File: config.mk
export PLATFORM = sky130hd
export DESIGN_NAME = riex_ctrl
export DESIGN_NICKNAME = d
export VERILOG_FILES = /design/src/riex_ctrl.v
export VERILOG_INCLUDE_DIRS = /design/src
export SDC_FILE = /design/constraint.sdc
export NUM_CORES = 1
export LEC_CHECK = 0
export ABC_AREA = 1
export BUFFER_PORTS_ARGS = -buffer_cell sky130_fd_sc_hd__buf_2
export CAP_MARGIN = 20
export CORE_UTILIZATION = 39
export CTS_BUF_LIST = sky130_fd_sc_hd__clkbuf_8
export DETAILED_ROUTE_END_ITERATION = 8
export SYNTH_ARGS = -nofsm -noshare
export SYNTH_HDL_FRONTEND = slang
export SYNTH_SLANG_ARGS = --single-unit
File: constraint.sdc
create_clock -name hclk -period 4.1 [get_ports hclk]
set_input_delay 0.41 -clock hclk [delete_from_list [all_inputs] [get_ports hclk]]
set_output_delay 0.41 -clock hclk [all_outputs]
set_load 0.01 [all_outputs]
File: src/riex_consts.vh
// Constants for the reset and interrupt exception unit
`ifndef RIEX_CONSTS_VH
`define RIEX_CONSTS_VH

// Register indexes; byte address is four times the index
`define RIEX_IDX_WAKE_EDGE   16'hFF90
`define RIEX_IDX_EXT_EDGE    16'hFFF2
`define RIEX_IDX_EN1         16'hFFF3
`define RIEX_IDX_EN2         16'hFFF4
`define RIEX_IDX_REQ1        16'hFFF6
`define RIEX_IDX_REQ2        16'hFFF7
`define RIEX_IDX_WAKE_REQ    16'hFFF9
`define RIEX_IDX_MASK        16'hFFFA
`define RIEX_IDX_STAT        16'hFFFB
`define RIEX_IDX_AUX_EDGE    16'hFFFC

// Implemented bits, forced ones and reset values
`define RIEX_EXT_EDGE_RW     8'h03
`define RIEX_EXT_EDGE_ONES   8'hE0
`define RIEX_EN1_RW          8'hA7
`define RIEX_EN2_RW          8'hCD
`define RIEX_REQ1_FLAGS      8'h87
`define RIEX_REQ1_ONES       8'h20
`define RIEX_REQ2_FLAGS      8'hCD
`define RIEX_REG_RESET       8'h00
`define RIEX_MASK_RESET      1'b1
`define RIEX_EXT_EDGE_RESET  2'b00
`define RIEX_AUX_EDGE_RESET  1'b0
`define RIEX_PIN_IDLE        11'h7FF

// Bit positions in the enable and request registers
`define RIEX_B1_TA           7
`define RIEX_B1_WP           5
`define RIEX_B1_AEC          2
`define RIEX_B1_EXT_INT_PIN_1         1
`define RIEX_B1_EXT_INT_PIN_0         0
`define RIEX_B2_DT           7
`define RIEX_B2_AD           6
`define RIEX_B2_FH           3
`define RIEX_B2_FL           2
`define RIEX_B2_EC           0

// Vector numbers
`define RIEX_VEC_RESET       5'h00
`define RIEX_VEC_EXT_INT_PIN_0        5'h04
`define RIEX_VEC_EXT_INT_PIN_1        5'h05
`define RIEX_VEC_AEC         5'h06
`define RIEX_VEC_WAKE        5'h09
`define RIEX_VEC_TA          5'h0B
`define RIEX_VEC_EC          5'h0C
`define RIEX_VEC_FL          5'h0E
`define RIEX_VEC_FH          5'h0F
`define RIEX_VEC_SERIAL      5'h12
`define RIEX_VEC_AD          5'h13
`define RIEX_VEC_DT          5'h14

// Edge pin slots in the combined pin bus
`define RIEX_PIN_AEC         10
`define RIEX_PIN_EXT_INT_PIN_1        9
`define RIEX_PIN_EXT_INT_PIN_0        8

`endif

File: src/riex_ctrl.v
// Reset sequencing, interrupt flags, priority and vector selection with AHB-Lite registers
`timescale 1ns/1ns
`include "riex_consts.vh"

module riex_ctrl (
  // Clock, reset, enable
  input  wire        hclk,
  input  wire        hresetn,
  input  wire        ce,
  // AHB-Lite slave
  input  wire        hsel,
  input  wire [31:0] haddr,
  input  wire [1:0]  htrans,
  input  wire        hwrite,
  input  wire [2:0]  hsize,
  input  wire [31:0] hwdata,
  input  wire        hready,
  output wire        hreadyout,
  output wire        hresp,
  output wire [31:0] hrdata,
  // External interrupt and wakeup pins
  input  wire [1:0]  ext_int_pin,
  input  wire        event_counter_int_pin,
  input  wire [7:0]  wakeup_pins,
  // Peripheral request lines
  input  wire        timer_a_ovf,
  input  wire        aec_ovf,
  input  wire        timer_low_cmp,
  input  wire        timer_low_ovf,
  input  wire        timer_high_cmp,
  input  wire        timer_high_ovf,
  input  wire [5:0]  serial_irq,
  input  wire        adc_done,
  input  wire        sleep_direct,
  // CPU core side
  input  wire        instr_done,
  output wire        cpu_hold,
  output wire        exc_take,
  output wire [4:0]  exc_vector,
  output wire [15:0] exc_vec_addr,
  output wire        int_mask
);

  localparam [1:0] ST_RESET = 2'b00;
  localparam [1:0] ST_RUN   = 2'b01;

  reg  [1:0]  state_q;
  reg         cpu_hold_q;
  reg         first_done_q;
  reg         i_mask_q;
  reg         exc_take_q;
  reg  [4:0]  exc_vector_q;
  reg  [15:0] exc_vec_addr_q;

  reg  [7:0]  wake_edge_q;
  reg  [1:0]  ext_edge_q;
  reg         aux_edge_q;
  reg  [7:0]  en1_q;
  reg  [7:0]  en2_q;
  reg  [7:0]  req1_q;
  reg  [7:0]  req2_q;
  reg  [7:0]  wake_req_q;
  reg  [10:0] pin_prev_q;

  reg         wr_phase_q;
  reg  [15:0] wr_idx_q;
  reg  [31:0] hrdata_q;

  // Bus decode
  wire        addr_phase;
  wire        addr_mapped;
  wire [15:0] addr_idx;
  wire        wr_fire;
  wire [7:0]  wbyte;

  assign addr_phase  = hsel & hready & htrans[1];
  assign addr_mapped = (haddr[31:18] == 14'h0000) & (haddr[1:0] == 2'b00);
  assign addr_idx    = haddr[17:2];
  assign wr_fire     = wr_phase_q & ce;
  assign wbyte       = hwdata[7:0];

  // Zero-wait slave; a low clock enable stretches the transfer
  assign hreadyout = ce;
  assign hresp     = 1'b0;
  assign hrdata    = hrdata_q;

  // Edge detection for eleven pins
  wire [10:0] pins_w;
  wire [10:0] sel_w;
  wire [10:0] edge_w;

  assign pins_w = {event_counter_int_pin, ext_int_pin, wakeup_pins};
  assign sel_w  = {aux_edge_q, ext_edge_q, wake_edge_q};

  genvar gi;
  generate
    for (gi = 0; gi < 11; gi = gi + 1) begin : g_edge
      // 0 falling, 1 rising
      assign edge_w[gi] = sel_w[gi] ? (pins_w[gi] & ~pin_prev_q[gi])
                                    : (~pins_w[gi] & pin_prev_q[gi]);
    end
  endgenerate

  always @(posedge hclk or negedge hresetn) begin
    if (!hresetn) begin
      pin_prev_q <= `RIEX_PIN_IDLE;
    end else if (ce) begin
      pin_prev_q <= pins_w;
    end
  end

  // Flag set and clear terms
  wire [7:0] req1_set;
  wire [7:0] req2_set;
  wire [7:0] req1_clr;
  wire [7:0] req2_clr;
  wire [7:0] wake_clr;

  assign req1_set = {timer_a_ovf, 4'h0, edge_w[`RIEX_PIN_AEC],
                     edge_w[`RIEX_PIN_EXT_INT_PIN_1], edge_w[`RIEX_PIN_EXT_INT_PIN_0]};
  assign req2_set = {sleep_direct, adc_done, 2'b00,
                     timer_high_cmp | timer_high_ovf,
                     timer_low_cmp | timer_low_ovf, 1'b0, aec_ovf};

  // Only zero bits clear; ones written are ignored
  assign req1_clr = (wr_fire && wr_idx_q == `RIEX_IDX_REQ1) ?
                    (~wbyte & `RIEX_REQ1_FLAGS) : 8'h00;
  assign req2_clr = (wr_fire && wr_idx_q == `RIEX_IDX_REQ2) ?
                    (~wbyte & `RIEX_REQ2_FLAGS) : 8'h00;
  assign wake_clr = (wr_fire && wr_idx_q == `RIEX_IDX_WAKE_REQ) ?
                    ~wbyte : 8'h00;

  // Flags are set regardless of mask; a set in the clearing cycle wins
  always @(posedge hclk or negedge hresetn) begin
    if (!hresetn) begin
      req1_q <= `RIEX_REG_RESET;
    end else if (ce) begin
      req1_q <= ((req1_q & ~req1_clr) | req1_set) & `RIEX_REQ1_FLAGS;
    end
  end

  always @(posedge hclk or negedge hresetn) begin
    if (!hresetn) begin
      req2_q <= `RIEX_REG_RESET;
    end else if (ce) begin
      req2_q <= ((req2_q & ~req2_clr) | req2_set) & `RIEX_REQ2_FLAGS;
    end
  end

  always @(posedge hclk or negedge hresetn) begin
    if (!hresetn) begin
      wake_req_q <= `RIEX_REG_RESET;
    end else if (ce) begin
      wake_req_q <= (wake_req_q & ~wake_clr) | edge_w[7:0];
    end
  end

  // Software-written configuration
  always @(posedge hclk or negedge hresetn) begin
    if (!hresetn) begin
      wake_edge_q <= `RIEX_REG_RESET;
      ext_edge_q  <= `RIEX_EXT_EDGE_RESET;
      aux_edge_q  <= `RIEX_AUX_EDGE_RESET;
      en1_q       <= `RIEX_REG_RESET;
      en2_q       <= `RIEX_REG_RESET;
    end else if (wr_fire) begin
      if (wr_idx_q == `RIEX_IDX_WAKE_EDGE) begin
        wake_edge_q <= wbyte;
      end else if (wr_idx_q == `RIEX_IDX_EXT_EDGE) begin
        // Upper bits hold no storage
        ext_edge_q <= wbyte[1:0];
      end else if (wr_idx_q == `RIEX_IDX_AUX_EDGE) begin
        aux_edge_q <= wbyte[0];
      end else if (wr_idx_q == `RIEX_IDX_EN1) begin
        en1_q <= wbyte & `RIEX_EN1_RW;
      end else if (wr_idx_q == `RIEX_IDX_EN2) begin
        en2_q <= wbyte & `RIEX_EN2_RW;
      end
    end
  end

  // Pending sources, each gated only by its enable, except the ungated serial line
  wire p_ext_int_pin_0;
  wire p_ext_int_pin_1;
  wire p_aec;
  wire p_wake;
  wire p_ta;
  wire p_ec;
  wire p_fl;
  wire p_fh;
  wire p_ser;
  wire p_ad;
  wire p_dt;
  wire any_pend;

  assign p_ext_int_pin_0 = req1_q[`RIEX_B1_EXT_INT_PIN_0] & en1_q[`RIEX_B1_EXT_INT_PIN_0];
  assign p_ext_int_pin_1 = req1_q[`RIEX_B1_EXT_INT_PIN_1] & en1_q[`RIEX_B1_EXT_INT_PIN_1];
  assign p_aec  = req1_q[`RIEX_B1_AEC]  & en1_q[`RIEX_B1_AEC];
  assign p_wake = (|wake_req_q) & en1_q[`RIEX_B1_WP];
  assign p_ta   = req1_q[`RIEX_B1_TA]   & en1_q[`RIEX_B1_TA];
  assign p_ec   = req2_q[`RIEX_B2_EC]   & en2_q[`RIEX_B2_EC];
  assign p_fl   = req2_q[`RIEX_B2_FL]   & en2_q[`RIEX_B2_FL];
  assign p_fh   = req2_q[`RIEX_B2_FH]   & en2_q[`RIEX_B2_FH];
  // Serial events are already enabled inside the serial port
  assign p_ser  = |serial_irq;
  assign p_ad   = req2_q[`RIEX_B2_AD]   & en2_q[`RIEX_B2_AD];
  assign p_dt   = req2_q[`RIEX_B2_DT]   & en2_q[`RIEX_B2_DT];

  assign any_pend = p_ext_int_pin_0 | p_ext_int_pin_1 | p_aec | p_wake | p_ta | p_ec |
                    p_fl | p_fh | p_ser | p_ad | p_dt;

  // Fixed priority, lowest vector number first; reserved numbers never appear
  reg [4:0] win_vec;

  always @* begin
    win_vec = `RIEX_VEC_DT;
    if (p_ext_int_pin_0) begin
      win_vec = `RIEX_VEC_EXT_INT_PIN_0;
    end else if (p_ext_int_pin_1) begin
      win_vec = `RIEX_VEC_EXT_INT_PIN_1;
    end else if (p_aec) begin
      win_vec = `RIEX_VEC_AEC;
    end else if (p_wake) begin
      win_vec = `RIEX_VEC_WAKE;
    end else if (p_ta) begin
      win_vec = `RIEX_VEC_TA;
    end else if (p_ec) begin
      win_vec = `RIEX_VEC_EC;
    end else if (p_fl) begin
      win_vec = `RIEX_VEC_FL;
    end else if (p_fh) begin
      win_vec = `RIEX_VEC_FH;
    end else if (p_ser) begin
      win_vec = `RIEX_VEC_SERIAL;
    end else if (p_ad) begin
      win_vec = `RIEX_VEC_AD;
    end else begin
      win_vec = `RIEX_VEC_DT;
    end
  end

  // Acceptance only at a boundary, unmasked, and after the first instruction
  wire take_now;

  assign take_now = (state_q == ST_RUN) & instr_done & first_done_q &
                    ~i_mask_q & any_pend;

  wire mask_wr;

  assign mask_wr = wr_fire && (wr_idx_q == `RIEX_IDX_MASK);

  // Exception sequencer
  always @(posedge hclk or negedge hresetn) begin
    if (!hresetn) begin
      state_q        <= ST_RESET;
      cpu_hold_q     <= 1'b1;
      first_done_q   <= 1'b0;
      i_mask_q       <= `RIEX_MASK_RESET;
      exc_take_q     <= 1'b0;
      exc_vector_q   <= `RIEX_VEC_RESET;
      exc_vec_addr_q <= {10'h000, `RIEX_VEC_RESET, 1'b0};
    end else if (ce) begin
      exc_take_q <= 1'b0;
      case (state_q)
        ST_RESET: begin
          // Reset vector fetch on the first enabled edge after release
          exc_take_q     <= 1'b1;
          exc_vector_q   <= `RIEX_VEC_RESET;
          exc_vec_addr_q <= {10'h000, `RIEX_VEC_RESET, 1'b0};
          cpu_hold_q     <= 1'b0;
          state_q        <= ST_RUN;
        end
        ST_RUN: begin
          // Stack pointer setup must run before any interrupt
          if (instr_done) begin
            first_done_q <= 1'b1;
          end
          if (take_now) begin
            exc_take_q     <= 1'b1;
            exc_vector_q   <= win_vec;
            exc_vec_addr_q <= {10'h000, win_vec, 1'b0};
          end
        end
        default: begin
          state_q <= ST_RESET;
        end
      endcase
      // Hardware setting of the mask wins over a software clear
      if (take_now) begin
        i_mask_q <= 1'b1;
      end else if (mask_wr) begin
        i_mask_q <= wbyte[0];
      end
    end
  end

  assign cpu_hold     = cpu_hold_q;
  assign exc_take     = exc_take_q;
  assign exc_vector   = exc_vector_q;
  assign exc_vec_addr = exc_vec_addr_q;
  assign int_mask     = i_mask_q;

  // Register read mux, sampled in the address phase
  reg [7:0] rd_byte;

  always @* begin
    rd_byte = 8'h00;
    if (!addr_mapped) begin
      rd_byte = 8'h00;
    end else if (addr_idx == `RIEX_IDX_WAKE_EDGE) begin
      rd_byte = wake_edge_q;
    end else if (addr_idx == `RIEX_IDX_EXT_EDGE) begin
      rd_byte = `RIEX_EXT_EDGE_ONES | {6'h00, ext_edge_q};
    end else if (addr_idx == `RIEX_IDX_EN1) begin
      rd_byte = en1_q;
    end else if (addr_idx == `RIEX_IDX_EN2) begin
      rd_byte = en2_q;
    end else if (addr_idx == `RIEX_IDX_REQ1) begin
      rd_byte = req1_q | `RIEX_REQ1_ONES;
    end else if (addr_idx == `RIEX_IDX_REQ2) begin
      rd_byte = req2_q;
    end else if (addr_idx == `RIEX_IDX_WAKE_REQ) begin
      rd_byte = wake_req_q;
    end else if (addr_idx == `RIEX_IDX_MASK) begin
      rd_byte = {7'h00, i_mask_q};
    end else if (addr_idx == `RIEX_IDX_STAT) begin
      rd_byte = {any_pend, 2'b00, win_vec};
    end else if (addr_idx == `RIEX_IDX_AUX_EDGE) begin
      rd_byte = {7'h00, aux_edge_q};
    end
  end

  // Bus phase tracking; unmapped writes are dropped, answer is still OKAY
  always @(posedge hclk or negedge hresetn) begin
    if (!hresetn) begin
      wr_phase_q <= 1'b0;
      wr_idx_q   <= 16'h0000;
      hrdata_q   <= 32'h00000000;
    end else if (ce) begin
      wr_phase_q <= addr_phase & hwrite & addr_mapped;
      if (addr_phase) begin
        wr_idx_q <= addr_idx;
        if (!hwrite) begin
          hrdata_q <= {24'h000000, rd_byte};
        end
      end
    end
  end

endmodule // riex_ctrl

==> results of run 1 <==
-- flip-flops by register name (all words and copies together), names as in the netlist, 2 cells and up --
register / cells
hrdata: 8
en1_q: 5
en2_q: 5
exc_vector: 5
req2_q: 5
wake_req_q: 8
ext_edge_q: 2
wr_idx_q: 16
pin_prev_q: 11
wake_edge_q: 8
req1_q: 4
-- report_power, final --
part	internal, W	switching (W)
Combinational	0.0000864	0.000163
Sequential	0.000898	0.0000378
Clock	0.000316	0.000312
Total	0.00130	0.000513
-- routing by layer --
metal / vias up / track usage / wire [um]
met5: - / 0 / 0
met3: 18 / 0.0299 / 593
li1: 2106 / - / -
met2: 152 / 0.323 / 5340
met4: 0 / 0.0730 / 256
met1: 2006 / 0.282 / 5710
-- final timing paths --
kind	startpoint	end	slack [ns]	depth (start not counted)
max	wr_idx_q[8]	wake_edge_q[4]	1.90	6
min	hresetn	wr_idx_q[11]	0.06	1
max reg2reg	wr_idx_q[8]	wake_edge_q[4]	1.90	6
min reg2reg	first_done_q	first_done_q	0.46	2
max in group asynchronous	hresetn	pin_prev_q[3]	3.10	2
min in group hclk	timer_a_ovf	req1_q[7]	0.24	3
-- layout make-up --
class / count / area share
Inverter: 67 / 0.0471
Sequential cell: 84 / 0.397
Timing Repair Buffer: 96 / 0.0914
Tap cell: 143 / 0.0335
Clock inverter: 5 / 0.0113
Multi-Input combinational cell: 444 / 0.391
Clock buffer: 11 / 0.0284
-- cells by family (layout without fill, tap and decap cells) --
kind of cell           Yosys count  in the layout  share of synthesized area
and+or+nand+nor                268            268                      0.253
buffers and inverters          118            179                      0.128
other                            1             36                   0.000802
DFF                             84             84                      0.453
muxes                            2              2                    0.00455
AOI/OAI and AO/OA              138            138                      0.160
-- cell usage in the layout, fill, tap and decap left out, drive strengths merged --
cell type / n
nand4: 8
and2: 2
a32o: 1
conb: 36
dfrtp: 71
clkbuf: 11
a21boi: 6
dfstp: 13
buf: 96
o21ai: 97
bufinv: 1
clkinv: 4
nor3: 16
nand3: 17
mux2i: 1
o22ai: 2
inv: 66
o31ai: 2
nor4: 10
a221oi: 2
nand2: 174
clkinvlp: 1
or2: 1
a21oi: 22
o211ai: 4
nor2: 40
a22o: 1
mux2: 1
a211oi: 1
-- per-stage QoR --
step / worst slack (ns) / utilization / area (sq um) / cells
after floorplan: 2.39 / - / 4810 / 646
after global placement: 1.77 / 0.443 / 5130 / 834
after detailed placement: 1.72 / 0.443 / 5130 / 834
after CTS: 2.06 / 0.462 / 5340 / 850
after global routing: 1.69 / 0.462 / 5340 / 850
final: 1.90 / 0.462 / 5340 / 850
-- critical path: cells and delay by family (launching register included) --
family	cells	cell delay, ns
DFF	1	0.33
and+or+nand+nor	4	1.33
muxes	1	0.40
buffers and inverters	1	0.04
==> results_dict.tcl, run 1 <==
set metrics [dict create \
    wl_mm 11.9 \
    final-setup-viol-count 0 \
    cts_hold_repair.buffers 0 \
    crit_path_end_kind "flop" \
    yosysSeqAreaShare 0.453 \
    postCtsSetupRepairBufs 0 \
    drive_gt1_frac 0.204 \
    drt-pass1-iter-count 9 \
    grt_antenna_before_repair 0 \
    synth_edf_count 0 \
    fin_skew_ns 0.0105 \
    fp.dieW_um 112 \
    p_total_w 0.00181 \
    ant_nets 0 \
    vias 4282 \
    yosysUniqueCellTypes 39 \
    grt_usage 0.203 \
    critPathLaunchType "flop" \
    cts_resized 0 \
    ys_top_cells_by_area "dfrtp_1, nand2_1, o21ai_0" \
    cts_tree "done" \
    synth-main-ff-cell "dfrtp_1" \
    insertedDiodeCount 0 \
    first_iter_violations 354 \
    via_per_inst 5.04 \
    remaining_drc_errors 22 \
    grt_start_max_net_pins 49 \
    avgSynthCellArea_sq_um 7.65 \
    clock_latency_ns 0.37 \
    cts_root_buffer "clkbuf_8" \
    synth-seq-cells 84 \
    synth_top_area_share 0.380 \
    rows 39 \
    crit_chain "inv_1 > nor3_1 > nand2_1 > nor4_1 > nand2_1 > mux2_2" \
    numCtsBuffers 9 \
    detail_route.wl_per_cell_um 14.0 \
    start_util 0.404 \
    slowest_delay_ns 0.49 \
    final_hold_viol_count 0 \
    multiInputGateArea_sq_um 2090 \
    yosys_warnings 0 \
    synth.most_common_cell "nand2_1" \
    holdWs_ns 0.0583 \
    seq_area_sq_um 2120 \
    h-tree-depth 3 \
    vdd_drop_max_mv 0.140 \
    area_growth_pct 14.1 \
    finalWeightedCongestion 0.902 \
    core_sq_um 11600 \
    cts_buffer_depth 2 \
    fmax_ghz 0.454 \
    min_path_type "in -> async" \
    clk_pin_slew_worst_paths_ns 0.09 \
    grt_pass1_vias 4039 \
    leakage_nw 2.63 \
    drv_cap 0 \
    synthArstFlopShare 1.00 \
    dieArea_sq_um 12400 \
    grt_pass1_wl_mm 20.0 \
    worstMarginPinSlew_ns 0.628 \
    crit_top_cell "nand2_1" \
    tns_ns 0 \
    violations "DRC" \
    status "complete, but fails checks" \
    required_ns 4.36 \
    yosysTopAreaCell "dfrtp_1" \
    port_buffers 94 \
    syn_area_sq_um 4680 \
    dp_hpwl_mm 9.12 \
    arrival_ns 2.47 \
    io_pins 159 \
    fin_nets 803 \
    synth_common_cells "nand2_1, o21ai_0, dfrtp_1, inv_1, buf_4" \
    critPathMaxFanout 15 \
    fin_crit_sh 0.537 \
    syn_inst 611 \
    clock_sink_count 84 \
    grt_overflow 0 \
    cp_slowest_cell "nand2_1" \
    powerDensity_nw_per_um2 340 \
    nFillCells 1206 \
    period_minus_slack_ns 2.20 \
    worstSetupPathType "reg -> reg" \
    grt_setup_unrepaired "false" \
    maxSlewViolCount 0 \
    slew_headroom 0.581 \
    die_y_um 112 \
]
No activity file was read; power rests on OpenSTA's default activity.
==> run 2: changes to the inputs <==
Settings changed: ABC_AREA 1 to 0, PLACE_DENSITY set to 0.67.
Clock period 4.1 ns to 1.9 ns, I/O delays scaled along.
==> run 2 against run 1 <==
Effect of this change: the run ends with setup timing left; sequential share of layout area fell by 5.0 points; maximum frequency increased by 14%; critical path depth stayed put; clock-buffer cell count increased by 4; die area grew 2.7%; critical path type unchanged; largest power group unchanged.
==> results_dict.tcl, run 2 <==
set metrics [dict create \
    grt_setup_unrepaired "true" \
    largest_reg_flops 16 \
    synth-seq-cells 84 \
    r2r.worst_path.cells 6 \
    multiInputGateArea_sq_um 2590 \
    detail_route.wl_per_cell_um 17.5 \
    ys_top_cells_by_area "dfrtp_1, mux2_2, nand2_1" \
    powerDensity_nw_per_um2 649 \
    pwr-share-clk 0.328 \
    cts_root_buffer "clkbuf_8" \
    crit_path_end_kind "flop" \
    grt_start_max_net_pins 47 \
    grt_pass1_wl_mm 21.4 \
    final_common_cell "buf_2" \
    fin_area_sq_um 6110 \
    io_pins 159 \
    yosysTopAreaCell "dfrtp_1" \
    grt_overflow 0 \
    core_sq_um 12000 \
    critPathLaunchType "flop" \
    worstSetupPathType "reg -> reg" \
    combPwrFrac 0.159 \
    arrival_ns 2.19 \
    mostFrequentLayoutCells "buf_2, nand2_1, dfrtp_1, buf_4, mux2_2" \
    startpoint "wr_idx_q[14]" \
    fmax_ghz 0.519 \
    synthArstFlopShare 1.00 \
    internal_power_w 0.00291 \
    yosysUniqueCellTypes 68 \
    worstMarginPinSlew_ns 0.525 \
    ant_nets 0 \
    first_iter_violations 253 \
    period_minus_slack_ns 1.93 \
    synth_edf_count 0 \
    top_register "wr_idx_q" \
    grt_pass1_vias 4076 \
    numCtsBuffers 9 \
    yosysSeqAreaShare 0.441 \
    placed_area_sq_um 5600 \
    synth_top_area_share 0.370 \
    worst-r2r-setup-slack_ns -0.03 \
    avgSynthCellArea_sq_um 9.79 \
    grt_usage 0.223 \
    via_per_inst 5.37 \
    crit_path_end "en1_q[2]" \
    min_path_type "in -> reg" \
    clock_sink_count 84 \
    final_hold_viol_count 0 \
    fin_nets 736 \
    p_switching_w 0.00106 \
    syn_inst 491 \
    reg.largest.list "wr_idx_q x16, pin_prev_q x11" \
    grt_antenna_before_repair 0 \
    yosys_warnings 0 \
    nFillCells 1134 \
    cts_tree "done" \
    violations "setup timing" \
    status "complete, but fails checks" \
    start_util 0.400 \
    switching_share 0.267 \
    r2r_start "wr_idx_q[14]" \
    maxSlewViolCount 0 \
    dieArea_sq_um 12800 \
    slew_headroom 0.641 \
    dp_hpwl_mm 10.5 \
    finalWorstSetupSlack_ns -0.0280 \
    critPathMaxFanout 5 \
    fin_crit_sh 1.01 \
    synth.most_common_cell "nand2_1" \
    syn_area_sq_um 4810 \
    drt-pass1-iter-count 4 \
    die_y_um 113 \
    final-setup-viol-count 6 \
    seq_area_sq_um 2120 \
    p_seq_frac 0.514 \
    fin_skew_ns 0.00615 \
    synth_common_cells "nand2_1, dfrtp_1, mux2_2, buf_4, o21ai_0" \
    rows 40 \
    rr_endpoint "en1_q[2]" \
    clock_latency_ns 0.38 \
    fp.dieW_um 113 \
    remaining_drc_errors 0 \
    drive_gt1_frac 0.430 \
    required_ns 2.16 \
    vias 4221 \
    finalWeightedCongestion 0.886 \
    tns_ns -0.0752 \
    port_buffers 94 \
    synth-main-ff-cell "dfrtp_1" \
    wl_mm 13.8 \
    cts_buffer_depth 2 \
    hp-start "adc_done" \
    vdd_drop_max_mv 0.303 \
    drv_cap 0 \
    insertedDiodeCount 0 \
    clk_pin_slew_worst_paths_ns 0.08 \
    h-tree-depth 3 \
    leakage_nw 2.76 \
    area_growth_pct 27.2 \
]
-- run 2: power by group through the flow --
stage	sequential [W]	clock, W	combinational (W)
floorplan	0.00205	0	0.000358
global placement	0.00205	0	0.000549
detailed placement	0.00206	0	0.000566
CTS	0.00203	0.00135	0.000598
global route	0.00206	0.00141	0.000696
finish	0.00204	0.00130	0.000630
-- run 2: area by class of cell --
| cell class | count | share of cell area |
|---|---|---|
| Timing Repair Buffer | 157 | 0.162 |
| Inverter | 6 | 0.00368 |
| Sequential cell | 84 | 0.347 |
| Multi-Input combinational cell | 377 | 0.424 |
| Tap cell | 147 | 0.0301 |
| Clock buffer | 15 | 0.0338 |
-- run 2: per-stage QoR --
stage / hold WS (ns) / util / std cells / total power [W] / setup WS [ns]
CTS: 0.000582 / 0.494 / 779 / 0.00398 / -0.0463
floorplan: -0.106 / - / 526 / 0.00241 / 0.0611
detailed placement: 0.0432 / 0.466 / 757 / 0.00263 / -0.171
global route: 0.0309 / 0.509 / 786 / 0.00416 / -0.111
global placement: 0.0408 / 0.466 / 757 / 0.00260 / -0.149
finish: 0.0169 / 0.509 / 786 / 0.00397 / -0.0280
-- run 2: critical path, cell delays in order, from the launching register on --
cell and delay (ns):
dfrtp_1 0.36, nand4_1 0.11, or3_4 0.44, nor4_4 0.31, nor4_4 0.09, nand2_4 0.15
mux2_2 0.35
-- run 2: worst min-delay path by stage --
stage	end	slack [ns]	cells after the start
floorplan	aux_edge_q	-0.11	0
global placement	wake_edge_q[2]	0.04	1
detailed placement	wake_edge_q[2]	0.04	1
CTS	req2_q[6]	0.0006	3
global route	req2_q[6]	0.03	3
finish	req2_q[6]	0.02	3
-- run 2: what timing repair did --
item                                   in CTS  in global routing
pin swaps                                   7                 18
gates cloned                                1                  0
hold buffers                                4                  0
gates resized for setup                    15                 40
setup buffers                               3                  7
endpoints found under the hold margin      79                  0
setup endpoints to repair                  24                 46
-- run 2: cell families (layout without fill, tap and decap cells) --
family,count (synthesis),in the layout,synth area share
and+or+nand+nor,196,197,0.221
muxes,50,50,0.117
other,1,36,0.000780
AOI/OAI and AO/OA,94,94,0.133
DFF,84,84,0.441
buffers and inverters,66,178,0.0877
-- run 2: per-layer routing --
| metal | wire length (um) | vias up | global-route usage |
|---|---|---|---|
| li1 | - | 1988 | - |
| met1 | 6220 | 2065 | 0.298 |
| met2 | 6470 | 144 | 0.360 |
| met3 | 726 | 24 | 0.0375 |
| met4 | 352 | 0 | 0.0939 |
| met5 | 0 | - | 0 |
==> run 3: changes to the inputs <==
Settings changed: GPL_ROUTABILITY_DRIVEN set to 0, RECOVER_POWER set to 25.
==> run 3 against run 2 <==
Effect of this change: the run still ends with setup timing left; routed wire length fell by 8.4%; total power fell by 5.8%; clock power fell by 13%; non-clock buffer count fell by 24; clock skew rose by 0.0028 ns; die area did not move; worst hold slack improved by 0.017 ns; first-iteration DRC count rose by 2.8%; via count fell by 0.45%; largest cell class unchanged.
==> results_dict.tcl, run 3 (synthesized netlist as in run 2, its figures left out) <==
set metrics [dict create \
    rows 40 \
    dieArea_sq_um 12800 \
    largest_reg_flops 16 \
    die_y_um 113 \
    violations "setup timing" \
    p_seq_frac 0.544 \
    area_growth_pct 20.8 \
    holdWs_ns 0.0336 \
    period_minus_slack_ns 1.96 \
    via_per_inst 5.51 \
    critPathLaunchType "flop" \
    maxSlewViolCount 0 \
    drv_cap 0 \
    clock_sink_count 84 \
    tns_ns -0.389 \
    io_pins 159 \
    ant_nets 0 \
    fin_crit_sh 1.03 \
    leakage_nw 2.56 \
    grt_pass1_vias 4051 \
    grt_setup_unrepaired "true" \
    pwr-share-clk 0.303 \
    placed_area_sq_um 5450 \
    clk_pin_slew_worst_paths_ns 0.09 \
    seq_area_sq_um 2120 \
    mostFrequentLayoutCells "nand2_1, buf_2, dfrtp_1, mux2_2, conb_1" \
    grt_antenna_before_repair 0 \
    hp-start "adc_done" \
    powerDensity_nw_per_um2 644 \
    cts_buffer_depth 2 \
    vias 4202 \
    clock_latency_ns 0.36 \
    switching_share 0.289 \
    required_ns 2.17 \
    remaining_drc_errors 0 \
    first_iter_violations 260 \
    internal_power_w 0.00266 \
    detail_route.wl_per_cell_um 16.5 \
    cts_root_buffer "clkbuf_8" \
    wl_mm 12.6 \
    dp_cells 737 \
    dp_hpwl_mm 9.56 \
    status "complete, but fails checks" \
    rr_endpoint "exc_vector[1]" \
    fin_area_sq_um 5810 \
    drive_gt1_frac 0.391 \
    r2r.worst_path.cells 8 \
    min_path_type "in -> reg" \
    combPwrFrac 0.153 \
    fp.dieW_um 113 \
    fin_nets 712 \
    slew_headroom 0.474 \
    cts_tree "done" \
    worst-r2r-setup-slack_ns -0.06 \
    reg.largest.list "wr_idx_q x16, pin_prev_q x11" \
    fmax_ghz 0.511 \
    insertedDiodeCount 0 \
    final_hold_viol_count 0 \
    crit_path_end_kind "flop" \
    fin_skew_ns 0.00892 \
    start_util 0.400 \
    top_register "wr_idx_q" \
    finalWorstSetupSlack_ns -0.0587 \
    port_buffers 94 \
    nFillCells 1105 \
    grt_usage 0.204 \
    critPathMaxFanout 6 \
    worstMarginPinSlew_ns 0.790 \
    grt_pass1_wl_mm 20.4 \
    final-setup-viol-count 19 \
    grt_start_max_net_pins 44 \
    h-tree-depth 3 \
    drt-pass1-iter-count 5 \
    r2r_start "wake_req_q[7]" \
    final_common_cell "nand2_1" \
    min_delay_path_depth 3 \
    core_sq_um 12000 \
    numCtsBuffers 9 \
    vdd_drop_max_mv 0.372 \
    p_switching_w 0.00108 \
    worstSetupPathType "reg -> reg" \
    place_ws_ns -0.101 \
    multiInputGateArea_sq_um 2520 \
    grt_overflow 0 \
    stdcell_count 763 \
    arrival_ns 2.23 \
    min_to "req2_q[6]" \
]
==> run 3: cell types whose count changed in the layout (fill, tap and decap cells not counted), moves of 3 or more <==
cell,previous run,this run
o21ai_1,11,7
mux2_4,6,2
clkbuf_8,15,9
a31oi_2,0,3
clkinvlp_4,0,3
dlygate4sd3_1,4,1
buf_4,56,33
mux2_2,43,47
nand2_1,90,93
nor4_4,5,2
o21ai_2,9,1
o21ai_0,21,33
==> run 3: layer usage <==
| layer | routed length (um) | global-route usage |
|---|---|---|
| met5 | 0 | 0 |
| met2 | 5800 | 0.325 |
| met1 | 5570 | 0.272 |
| met4 | 296 | 0.0807 |
| met3 | 945 | 0.0418 |
==> run 3: how the worst max path moves through the flow <==
stage             startpoint        endpoint  slack, ns  depth (start not counted)
2_1_floorplan    wr_idx_q[3]        en1_q[0]       0.06                          5
3_3_place_gp    wr_idx_q[14]        en1_q[5]      -0.07                          6
3_5_place_dp    wr_idx_q[14]        en1_q[2]      -0.10                          6
4_1_cts          wr_idx_q[2]  wake_edge_q[5]      -0.06                          6
5_1_grt        wake_req_q[7]   exc_vector[1]      -0.13                          8
6_report       wake_req_q[7]   exc_vector[1]      -0.06                          8
==> run 3: metrics by stage <==
stage,utilization,total power [W]
6_report,0.484,0.00374
4_1_cts,0.480,0.00376
5_1_grt,0.484,0.00391
2_1_floorplan,-,0.00241
3_5_place_dp,0.453,0.00261
3_3_place_gp,0.453,0.00259
==> run 3: power by group through the flow <==
stage / clock [W] / combinational, W / sequential (W)
floorplan: 0 / 0.000358 / 0.00205
global placement: 0 / 0.000537 / 0.00205
detailed placement: 0 / 0.000550 / 0.00206
CTS: 0.00116 / 0.000571 / 0.00203
global route: 0.00122 / 0.000637 / 0.00205
finish: 0.00113 / 0.000572 / 0.00203
==> run 3: area by class of cell <==
class	instances	area share
clock buffer	9	0.0213
clock inverter	7	0.00775
inverter	6	0.00388
multi-input combinational	377	0.434
sequential	84	0.365
tap	147	0.0317
timing repair buffer	133	0.137
==> run 3: repair_timing <==
item | in CTS | in global routing
pin swaps | 7 | 9
gates resized for setup | 13 | 10
hold buffers | 1 | 0
gates cloned | 1 | 0
buffers inserted | 6 | 2
hold endpoints to repair | 51 | 0
endpoints found under the setup margin | 22 | 35
==> run 3: worst max-delay path: stages, from the launching register on <==
cell and delay, ns:
dfrtp_1 0.44, or4_4 0.51, o21ai_4 0.21, buf_6 0.13, nand4_1 0.09, buf_6 0.15
nand4b_4 0.13, nand3_1 0.11, o311ai_2 0.10
